**src/design/swgc_pkg.sv**
```systemverilog
package swgc_pkg;

  // ----------------------------------------
  // register map
  // ----------------------------------------
  localparam logic [11:0] CTRL_OFS = 12'h32c;

  // ----------------------------------------
  // field positions of the control word
  // ----------------------------------------
  localparam int FULL_RST_BIT   = 0;
  localparam int WARM_RST_BIT   = 1;
  localparam int HOLD_BIT       = 2;
  localparam int UNLOCK_BIT     = 3;
  localparam int PB_UNLOCK_BIT  = 4;
  localparam int LD_DIS_BIT     = 5;
  localparam int EE_DIS_BIT     = 6;
  localparam int ORDER_BIT      = 7;
  localparam int PEER_DIS_BIT   = 8;
  localparam int CT_DIS_BIT     = 14;
  localparam int LOCK_BYP_BIT   = 15;
  localparam int WAKE_DIR_BIT   = 16;
  localparam int AUX_EN_BIT     = 17;
  localparam int BCAST_DIS_BIT  = 18;

  // bits that hold state and read back; all others read as zero
  localparam logic [31:0] READ_MASK = 32'h0007_c1fc;

  // ----------------------------------------
  // values after reset
  // ----------------------------------------
  localparam logic FIELD_RST    = 1'b0;
  localparam logic WAKE_DIR_POR = 1'b0;
  localparam logic AUX_EN_RST   = 1'b0;

  // ----------------------------------------
  // state of the block
  // ----------------------------------------
  typedef struct packed {
    logic        pready;
    logic        pslverr;
    logic [31:0] prdata;
    logic        por_done;
    logic        full_req;
    logic        warm_req;
    logic        hold;
    logic        unlock;
    logic        pb_unlock;
    logic        ld_dis;
    logic        ee_dis;
    logic        order;
    logic        peer_dis;
    logic        ct_dis;
    logic        lock_byp;
    logic        wake_dir;
    logic        aux_en;
    logic        bcast_dis;
  } swgc_state_t;

endpackage : swgc_pkg

```
**src/design/swgc_ctrl.sv**
```systemverilog
// Our own choice: the APB slave port.
`timescale 1ns/10ps
// Function
// - full reset trigger pulses; reads zero
// - warm reset trigger pulses; reads zero
// - reset hold keeps switch logic in reset
// - eeprom error sets reset hold
// - lockable fields written only when unlocked
// - unlock forced high during reset operation
// - power budget data writable only when unlocked
// - link down warm reset can be disabled
// - warm reset may skip eeprom reload
// - ordering override forces strict ordering
// - peer traffic disable makes unsupported requests
// - cut through disable selects store forward
// - lock bypass treats locked requests normally
// - wake direction selects wake pin direction
// - wake direction cleared at aux power on
// - aux enable loads inverse of disable pin
// - aux enable permits aux power use
// - broadcast discard drops upstream vendor broadcasts
module swgc_ctrl (
  // clock and reset; presetn is the aux power-on reset
  input  wire logic        pclk,
  input  wire logic        presetn,
  // apb slave
  input  wire logic        psel,
  input  wire logic        penable,
  input  wire logic        pwrite,
  input  wire logic [11:0] paddr,
  input  wire logic [31:0] pwdata,
  input  wire logic [3:0]  pstrb,
  output logic             pready,
  output logic             pslverr,
  output logic [31:0]      prdata,
  // reset sequencer and eeprom loader
  input  wire logic        full_rst_event,
  input  wire logic        reset_busy,
  input  wire logic        reset_hold_strap,
  input  wire logic        eeprom_error,
  input  wire logic        dl_down_event,
  input  wire logic        aux_power_disable_pin,
  output logic             full_reset_trigger,
  output logic             warm_reset_trigger,
  output logic             reset_hold,
  output logic             warm_reset_eeprom_reload_disable,
  // routing core
  output logic             lockable_write_enable,
  output logic             power_budget_unlock,
  output logic             ordering_override,
  output logic             peer_traffic_disable,
  output logic             cut_through_disable,
  output logic             lock_side_effect_bypass,
  output logic             broadcast_discard,
  // power and wake
  output logic             wake_pin_direction,
  output logic             aux_power_enable
);

  swgc_pkg::swgc_state_t s_reg;
  swgc_pkg::swgc_state_t s_next;

  logic        setup;
  logic        hit;
  logic        wr_hit;
  logic [31:0] rd_val;
  logic        lane0_wr;
  logic        lane1_wr;
  logic        lane2_wr;

  assign setup  = psel & ~penable;
  assign hit    = (paddr == swgc_pkg::CTRL_OFS);
  assign wr_hit = psel & penable & s_reg.pready & pwrite & hit;
  assign lane0_wr = wr_hit & pstrb[0];
  assign lane1_wr = wr_hit & pstrb[1];
  assign lane2_wr = wr_hit & pstrb[2];

  // ----------------------------------------
  // read view
  // ----------------------------------------
  always_comb begin
    rd_val = 32'h0;
    // trigger bits and reserved bits stay zero
    rd_val[swgc_pkg::HOLD_BIT]      = s_reg.hold;
    rd_val[swgc_pkg::UNLOCK_BIT]    = s_reg.unlock;
    rd_val[swgc_pkg::PB_UNLOCK_BIT] = s_reg.pb_unlock;
    rd_val[swgc_pkg::LD_DIS_BIT]    = s_reg.ld_dis;
    rd_val[swgc_pkg::EE_DIS_BIT]    = s_reg.ee_dis;
    rd_val[swgc_pkg::ORDER_BIT]     = s_reg.order;
    rd_val[swgc_pkg::PEER_DIS_BIT]  = s_reg.peer_dis;
    rd_val[swgc_pkg::CT_DIS_BIT]    = s_reg.ct_dis;
    rd_val[swgc_pkg::LOCK_BYP_BIT]  = s_reg.lock_byp;
    rd_val[swgc_pkg::WAKE_DIR_BIT]  = s_reg.wake_dir;
    rd_val[swgc_pkg::AUX_EN_BIT]    = s_reg.aux_en;
    rd_val[swgc_pkg::BCAST_DIS_BIT] = s_reg.bcast_dis;
    rd_val = rd_val & swgc_pkg::READ_MASK;
  end

  // ----------------------------------------
  // next state
  // ----------------------------------------
  always_comb begin
    s_next = s_reg;
    // answer is prepared in setup so pready comes from a flop
    s_next.pready  = setup;
    s_next.pslverr = setup & ~hit;
    s_next.prdata  = (setup & hit) ? rd_val : 32'h0;
    s_next.full_req = 1'b0;
    s_next.warm_req = dl_down_event & ~s_reg.ld_dis;

    if (wr_hit) begin
      if (pstrb[0]) begin
        s_next.full_req = pwdata[swgc_pkg::FULL_RST_BIT];
        if (pwdata[swgc_pkg::WARM_RST_BIT]) begin
          s_next.warm_req = 1'b1;
        end
        s_next.hold   = pwdata[swgc_pkg::HOLD_BIT];
        s_next.unlock = pwdata[swgc_pkg::UNLOCK_BIT];
        if (s_reg.unlock) begin
          s_next.pb_unlock = pwdata[swgc_pkg::PB_UNLOCK_BIT];
        end
        s_next.ld_dis = pwdata[swgc_pkg::LD_DIS_BIT];
        s_next.ee_dis = pwdata[swgc_pkg::EE_DIS_BIT];
        s_next.order  = pwdata[swgc_pkg::ORDER_BIT];
      end
      if (pstrb[1]) begin
        s_next.peer_dis = pwdata[swgc_pkg::PEER_DIS_BIT];
        s_next.ct_dis   = pwdata[swgc_pkg::CT_DIS_BIT];
        s_next.lock_byp = pwdata[swgc_pkg::LOCK_BYP_BIT];
      end
      if (pstrb[2]) begin
        s_next.wake_dir  = pwdata[swgc_pkg::WAKE_DIR_BIT];
        s_next.aux_en    = pwdata[swgc_pkg::AUX_EN_BIT];
        s_next.bcast_dis = pwdata[swgc_pkg::BCAST_DIS_BIT];
      end
    end

    // fundamental reset loads hold from the strap, clears the other sticky fields, spares wake and aux
    if (full_rst_event) begin
      s_next.hold      = reset_hold_strap;
      s_next.unlock    = swgc_pkg::FIELD_RST;
      s_next.pb_unlock = swgc_pkg::FIELD_RST;
      s_next.ld_dis    = swgc_pkg::FIELD_RST;
      s_next.ee_dis    = swgc_pkg::FIELD_RST;
      s_next.order     = swgc_pkg::FIELD_RST;
      s_next.peer_dis  = swgc_pkg::FIELD_RST;
      s_next.ct_dis    = swgc_pkg::FIELD_RST;
      s_next.lock_byp  = swgc_pkg::FIELD_RST;
      s_next.bcast_dis = swgc_pkg::FIELD_RST;
    end

    // pin is caught by a clocked load right after aux power-on
    if (!s_reg.por_done) begin
      s_next.por_done = 1'b1;
      s_next.aux_en   = ~aux_power_disable_pin;
    end

    // hardware sets win over software clears
    if (eeprom_error) begin
      s_next.hold = 1'b1;
    end
    if (reset_busy) begin
      s_next.unlock = 1'b1;
    end
  end

  // ----------------------------------------
  // state register
  // ----------------------------------------
  always_ff @(posedge pclk or negedge presetn) begin
    if (!presetn) begin
      s_reg           <= '0;
      s_reg.hold      <= swgc_pkg::FIELD_RST;
      s_reg.wake_dir  <= swgc_pkg::WAKE_DIR_POR;
      s_reg.aux_en    <= swgc_pkg::AUX_EN_RST;
    end else begin
      s_reg <= s_next;
    end
  end

  // ----------------------------------------
  // outputs
  // ----------------------------------------
  assign pready                           = s_reg.pready;
  assign pslverr                          = s_reg.pslverr;
  assign prdata                           = s_reg.prdata;
  assign full_reset_trigger               = s_reg.full_req;
  assign warm_reset_trigger               = s_reg.warm_req;
  assign reset_hold                       = s_reg.hold;
  assign warm_reset_eeprom_reload_disable = s_reg.ee_dis;
  assign lockable_write_enable            = s_reg.unlock;
  assign power_budget_unlock              = s_reg.pb_unlock;
  assign ordering_override                = s_reg.order;
  assign peer_traffic_disable             = s_reg.peer_dis;
  assign cut_through_disable              = s_reg.ct_dis;
  assign lock_side_effect_bypass          = s_reg.lock_byp;
  assign broadcast_discard                = s_reg.bcast_dis;
  assign wake_pin_direction               = s_reg.wake_dir;
  assign aux_power_enable                 = s_reg.aux_en;
endmodule : swgc_ctrl

```
**config.mk**
```make
export PLATFORM = sky130hd
export DESIGN_NAME = swgc_ctrl
export DESIGN_NICKNAME = d
export VERILOG_FILES = /design/src/design/swgc_pkg.sv /design/src/design/swgc_ctrl.sv
export SDC_FILE = /design/constraint.sdc
export NUM_CORES = 1
export LEC_CHECK = 0
export BUFFER_PORTS_ARGS = -buffer_cell sky130_fd_sc_hd__buf_2
export CAP_MARGIN = 25
export CORE_MARGIN = 4
export CORE_UTILIZATION = 36
export CTS_CLUSTER_SIZE = 40
export DETAILED_ROUTE_END_ITERATION = 6
export GPL_TIMING_DRIVEN = 0
export HOLD_SLACK_MARGIN = 0.08
export PLACE_DENSITY = 0.76
export RECOVER_POWER = 100
export SYNTH_ARGS = -nofsm -noshare
export SYNTH_HDL_FRONTEND = slang
export SYNTH_SLANG_ARGS = --single-unit
```
**constraint.sdc**
```tcl
create_clock -name pclk -period 1.4 [get_ports pclk]
set_clock_uncertainty 0.1 [all_clocks]
set_input_delay 0.07 -clock pclk [delete_from_list [all_inputs] [get_ports pclk]]
set_output_delay 0.07 -clock pclk [all_outputs]
set_load 0.1 [all_outputs]
```
==> results.yml, run 1 <==
global_routing:
  grt_max_degree: 30
  grt_pass1_wl_mm: 6.23
  grt_usage_pct: 15.9
  grt_pass1_vias: 1337
  antenna_found_initial: 0
  grt.overflow.total: 0
routing:
  wl_per_cell_um: 12.5
  drc_errors: 0
  vias: 1373
  viasPerCell: 4.44
  drt-initial-drc-count: 77
  drtAntennaViolNets: 0
  drtPass1Iterations: 4
  wirelength_mm: 3.87
worst_setup_path:
  arrival_ns: 1.65
  path_cells: "nand4_1, or4_4, o31ai_2, a21oi_1"
  start_kind: "flip-flop"
  cp_max_fo: 10
  worstPathRequired_ns: 1.44
  crit_path_end_kind: "flip-flop"
  path_class: "flip-flop to flip-flop"
  cp_slowest_stage_delay_ns: 0.54
  crit_slowest_cell: "or4_4"
clock_network:
  path_clk_slew_ns: 0.06
  cts_buffer_depth: 2
  cts_sinks: 29
  cts_root_buf: "clkbuf_8"
  htree_levels: 2
  numCtsBuffers: 5
  clk_latency_ns: 0.27
  cts_tree: "yes"
die:
  num_rows: 22
  dieWidth_um: 70.7
  io_pins: 106
  die_y_um: 70.7
  core_um2: 3740
  fp.dieArea_um2: 5000
  start_util_pct: 37.8
place:
  gp_congestion: 0.766
  port-buffer-count: 66
  place_area_um2: 1900
  pre_cts_slack_ns: -0.670
  hpwl_mm: 2.48
yosys:
  synth_ff_type: "dfrtp_1"
  synthArstFlopShare_pct: 100
  synthCells: 136
  yosysTopAreaCell: "dfrtp_1"
  syn_avg_cell_area_um2: 10.4
  ys_warn_count: 0
  synth_area_um2: 1420
  yosysUniqueCellTypes: 32
  yosys_register_bits: 29
  synth_edf_count: 0
  synth_top_area_share_pct: 51.2
  ys_top_cells_by_area: "dfrtp_1 (51%), buf_4 (17%), and2_1 (4.4%)"
  synth-seq-area-share_pct: 51.2
power_and_ir_drop:
  p_per_area_nw_per_um2: 894
  leakagePower_nw: 1.27
  peakVddDrop_v: 0.000485
timing:
  rsz0062_at_grt: "true"
  fin_setup_tns_ns: -2.88
  slew_headroom_pct: 50.7
  max_freq_ghz: 0.619
  whs_ns: 0.0929
  setup_viol: 23
  drv_slew: 0
  min_period_over_period_pct: 115
  worstMarginPinSlew_ns: 0.740
  finalHoldViolCount: 0
  fin_ws_ns: -0.216
  period_needed_ns: 1.62
layout:
  final_common_cell: "buf_4"
  mostFrequentLayoutCells: "buf_4 (41), buf_2 (39), dfrtp_1 (27), clkbuf_2 (27), dlygate4sd3_1 (23)"
  nets: 320
  nFillCells: 333
  drive_above_1_share_pct: 49.0
  syn_to_final_growth_pct: 65.0
  fin_area_um2: 2340
  diodes: 0
  largest_reg_flops: 12
hold_path:
  hold_path_class: "input port to flip-flop"
status:
  violations: "negative setup slack"
  status: "finished, violations left"
flow_run:
  cap_viol_max_count: 0
[Yosys cell counts (2+ instances only)]
library cell,count
o21ai_0,8
inv_1,7
dfrtp_1,29
conb_1,2
nor4_1,3
a21oi_1,8
a211oi_1,2
nand4_1,2
nand3_1,9
and2_1,10
nor2_1,2
or4_4,2
nor3_1,2
buf_4,32
[where the power goes]
part	switching, mW	internal [mW]
logic	0.406	0.146
clock network	0.289	0.389
registers	0.00747	0.852
total	0.702	1.39
[worst paths after layout]
path,cells after the start,endpoint,start,slack (ns)
worst max-delay path,4,power_budget_unlock,pready,-0.22
worst min-delay path,3,reset_hold,full_rst_event,0.09
min in group asynchronous,2,prdata[17],presetn,0.30
worst max register to register,4,power_budget_unlock,pready,-0.22
worst min register to register,1,aux_power_enable,s_reg[14],0.38
max in group asynchronous,2,pready,presetn,0.36
[metrics by stage]
stage,util (%),total power [mW],instances
after global routing,62.4,2.19,309
after floorplan,-,1.26,155
final,62.4,2.09,309
after detailed placement,50.6,1.36,269
after CTS,61.6,2.10,308
after global placement,50.6,1.35,269
[cell families after synthesis]
| kind of cell | share of synthesized area, % |
|---|---|
| flops | 51.2 |
| compound gates | 10.2 |
| simple gates | 18.1 |
| buf+inv | 19.9 |
| other cells | 0.530 |
[timing repair]
item | CTS | global route
setup buffers | 11 | 0
endpoints found under the setup margin | 24 | 20
pin swaps | 5 | 8
resized for setup | 5 | 7
gates cloned | 0 | 0
hold buffers | 22 | 1
endpoints found under the hold margin | 44 | 3
[critical path, delay by kind of cell, from the launching register on]
| kind | cells | cell delay (ns) |
|---|---|---|
| AOI/OAI and AO/OA | 2 | 0.29 |
| and+or+nand+nor | 2 | 0.69 |
| DFF | 1 | 0.40 |
[metal layers]
layer  vias to the layer above  share of wire, %  track usage, %
li1                        665                 -               -
met1                       630                36            17.5
met2                        68                53            27.4
met3                        10               8.3            6.39
met4                         0               2.0            6.05
met5                         -                 0               0
[final cells by class]
| cell class | count | area, um2 | area share (%) |
|---|---|---|---|
| well taps | 48 | 60.1 | 2.57 |
| clock buffers | 7 | 86.3 | 3.69 |
| multi-input cells | 85 | 539 | 23.1 |
| inverters | 7 | 26.3 | 1.12 |
| flip-flops and latches | 29 | 731 | 31.3 |
| repair buffers | 100 | 651 | 27.8 |
| plain buffers | 33 | 244 | 10.4 |
No activity file was read; power rests on OpenSTA's default activity.
==> run 2: changes to the inputs <==
Settings changed: ABC_AREA set to 1, CORE_UTILIZATION 36 to 38.
==> run 2 against run 1 <==
Against the previous run: the run now ends clean; synthesized cell count rose by 63%; sequential share of layout area fell by 2.8 points; synthesized area rose by 17%; combinational power rose by 9.2%; routed wire length rose by 7.0%; sequential power rose by 0.5%; clock power rose by 9.6%; setup slack improved by 0.23 ns; register-to-register slack improved by 0.26 ns; global-route usage fell by 0.60 points; count of clock-buffer cells in the layout did not move; final area rose by 9.6%; critical path type is now input port to flip-flop; largest power group unchanged.
==> results.yml, run 2 <==
status:
  status: "completed"
timing:
  worstMarginPinSlew_ns: 0.703
  max_freq_ghz: 0.723
  fin_ws_ns: 0.0172
  period_needed_ns: 1.38
  finalHoldViolCount: 0
  whs_ns: 0.0965
  min_period_over_period_pct: 98.8
  drv_slew: 0
  rsz0062_at_grt: "true"
  setup_viol: 0
  slew_headroom_pct: 53.2
routing:
  dr_wl_met3_um: 336
  vias: 1631
  highest_layer: "met4"
  met2WireLength_mm: 2.05
  drtAntennaViolNets: 0
  drt-met1-wl_mm: 1.69
  drt-initial-drc-count: 66
  wl_per_cell_um: 10.5
  drtPass1Iterations: 4
  wirelength_mm: 4.15
  viasPerCell: 4.13
  drc_errors: 0
die:
  dieWidth_um: 74
  start_util_pct: 40.2
  num_rows: 23
  core_um2: 4120
  io_pins: 106
  die_y_um: 74
  fp.dieArea_um2: 5480
yosys:
  ys_warn_count: 0
  synth_edf_count: 0
  synth_ff_type: "dfrtp_1"
  synth-seq-area-share_pct: 43.8
  synth_area_um2: 1660
  yosysTopAreaCell: "dfrtp_1"
  ys_top_cells_by_area: "dfrtp_1 (44%), buf_4 (15%), nand2_1 (12%)"
  synth_top_area_share_pct: 43.8
  yosysUniqueCellTypes: 15
  synth_common_cells: "nand2_1 (51), inv_1 (36), buf_4 (33), nor2_1 (32), dfrtp_1 (29)"
  synthArstFlopShare_pct: 100
  synth_most_common_cell: "nand2_1"
  synthCells: 222
  syn_avg_cell_area_um2: 7.46
  yosys_register_bits: 29
worst_setup_path:
  crit_slowest_cell: "dlygate4sd3_1"
  arrival_ns: 1.45
  r2r_slack_ns: 0.04
  path_cells: "dlygate4sd3_1, buf_2, nand2_1, dlygate4sd3_1, nor2_1, nand2_1, nand2_1"
  start_kind: "input port"
  cp_max_fo: 1
  crit_family: "buffers and inverters"
  cp_slowest_stage_delay_ns: 0.54
  path_buf_inv: 3
  crit_path_frequent_cell: "nand2_1"
  crit_path_end_kind: "flip-flop"
  worstPathRequired_ns: 1.47
  path_class: "input port to flip-flop"
hold_path:
  hold_path_class: "input port to flip-flop"
layout:
  mostFrequentLayoutCells: "nand2_1 (49), buf_2 (40), inv_1 (36), buf_4 (34), nor2_1 (29)"
  nFillCells: 377
  finalNonFillerCells: 395
  syn_to_final_growth_pct: 54.8
  final_common_cell: "nand2_1"
  drive_above_1_share_pct: 37.4
  largest_reg_flops: 12
  fin_util_pct: 62.3
  diodes: 0
  fin_area_um2: 2560
  nets: 403
flow_run:
  cap_viol_max_count: 0
clock_network:
  htree_levels: 2
  clk_latency_ns: 0.28
  numCtsBuffers: 5
  path_clk_slew_ns: 0.06
  cts_tree: "yes"
  cts_buffer_depth: 2
  cts_sinks: 29
  cts_root_buf: "clkbuf_8"
global_routing:
  antenna_found_initial: 0
  grt_usage_pct: 15.3
  grt.overflow.total: 0
  grt_pass1_wl_mm: 6.40
  grt_max_degree: 30
  grt_pass1_vias: 1573
place:
  placed_cells: 357
  port-buffer-count: 66
  place_area_um2: 2140
  hpwl_mm: 3.01
  pre_cts_slack_ns: -0.0986
  gp_congestion: 0.740
power_and_ir_drop:
  leakagePower_nw: 1.48
  p_per_area_nw_per_um2: 862
  peakVddDrop_v: 0.000434
[run 2: worst min-delay path: cells and delay by family]
kind,cells,cell delay (ns)
compound gates,1,0.06
buf+inv,1,0.10
simple gates,3,0.21
[run 2: cell type report]
type	count	area [um2]	area share, %
plain buffers	34	255	9.96
clock buffers	7	96.3	3.76
clock inverters	1	5.00	0.195
inverters	36	135	5.27
multi-input cells	142	652	25.4
flip-flops and latches	29	729	28.5
well taps	50	62.6	2.44
repair buffers	96	627	24.5
[run 2: final timing paths]
path | from | to | cells after the start
worst max-delay path | pwdata[18] | broadcast_discard | 7
worst min-delay path | pstrb[2] | aux_power_enable | 5
worst max register to register | pready | aux_power_enable | 8
worst min register to register | wake_pin_direction | wake_pin_direction | 2
max in group asynchronous | presetn | pready | 2
min in group asynchronous | presetn | warm_reset_trigger | 2
[run 2: through the flow]
stage / power [mW] / setup TNS (ns)
6_report: 2.21 / 0
4_1_cts: 2.22 / 0
3_5_place_dp: 1.41 / -0.177
3_3_place_gp: 1.41 / -0.133
2_1_floorplan: 1.30 / -0.736
5_1_grt: 2.31 / -0.237
[run 2: cells by family after synthesis]
family	Yosys count	share of synthesized area (%)
AO/OA/AOI/OAI	5	1.51
AND/OR/NAND/NOR	116	30.8
other	2	0.454
flip-flops	29	43.8
buffers and inverters	70	23.4
[run 2: power breakdown]
part	leakage (nW)	switching [mW]	total [mW]	internal, mW
Clock	0.0542	0.299	0.742	0.443
Combinational	1.04	0.441	0.603	0.162
Sequential	0.388	0.0105	0.863	0.853
[run 2: repair_timing]
item	CTS	global route
hold endpoints to repair	47	0
resized for setup	0	13
hold buffers	27	0
pin swaps	2	5
cloned	0	0
setup endpoints to repair	6	14
setup buffers	1	2
[run 2: layer usage]
| layer | global-route usage [%] | vias up |
|---|---|---|
| met4 | 6.04 | 0 |
| li1 | - | 855 |
| met2 | 28.0 | 64 |
| met3 | 3.78 | 5 |
| met1 | 16.9 | 707 |
| met5 | 0 | - |
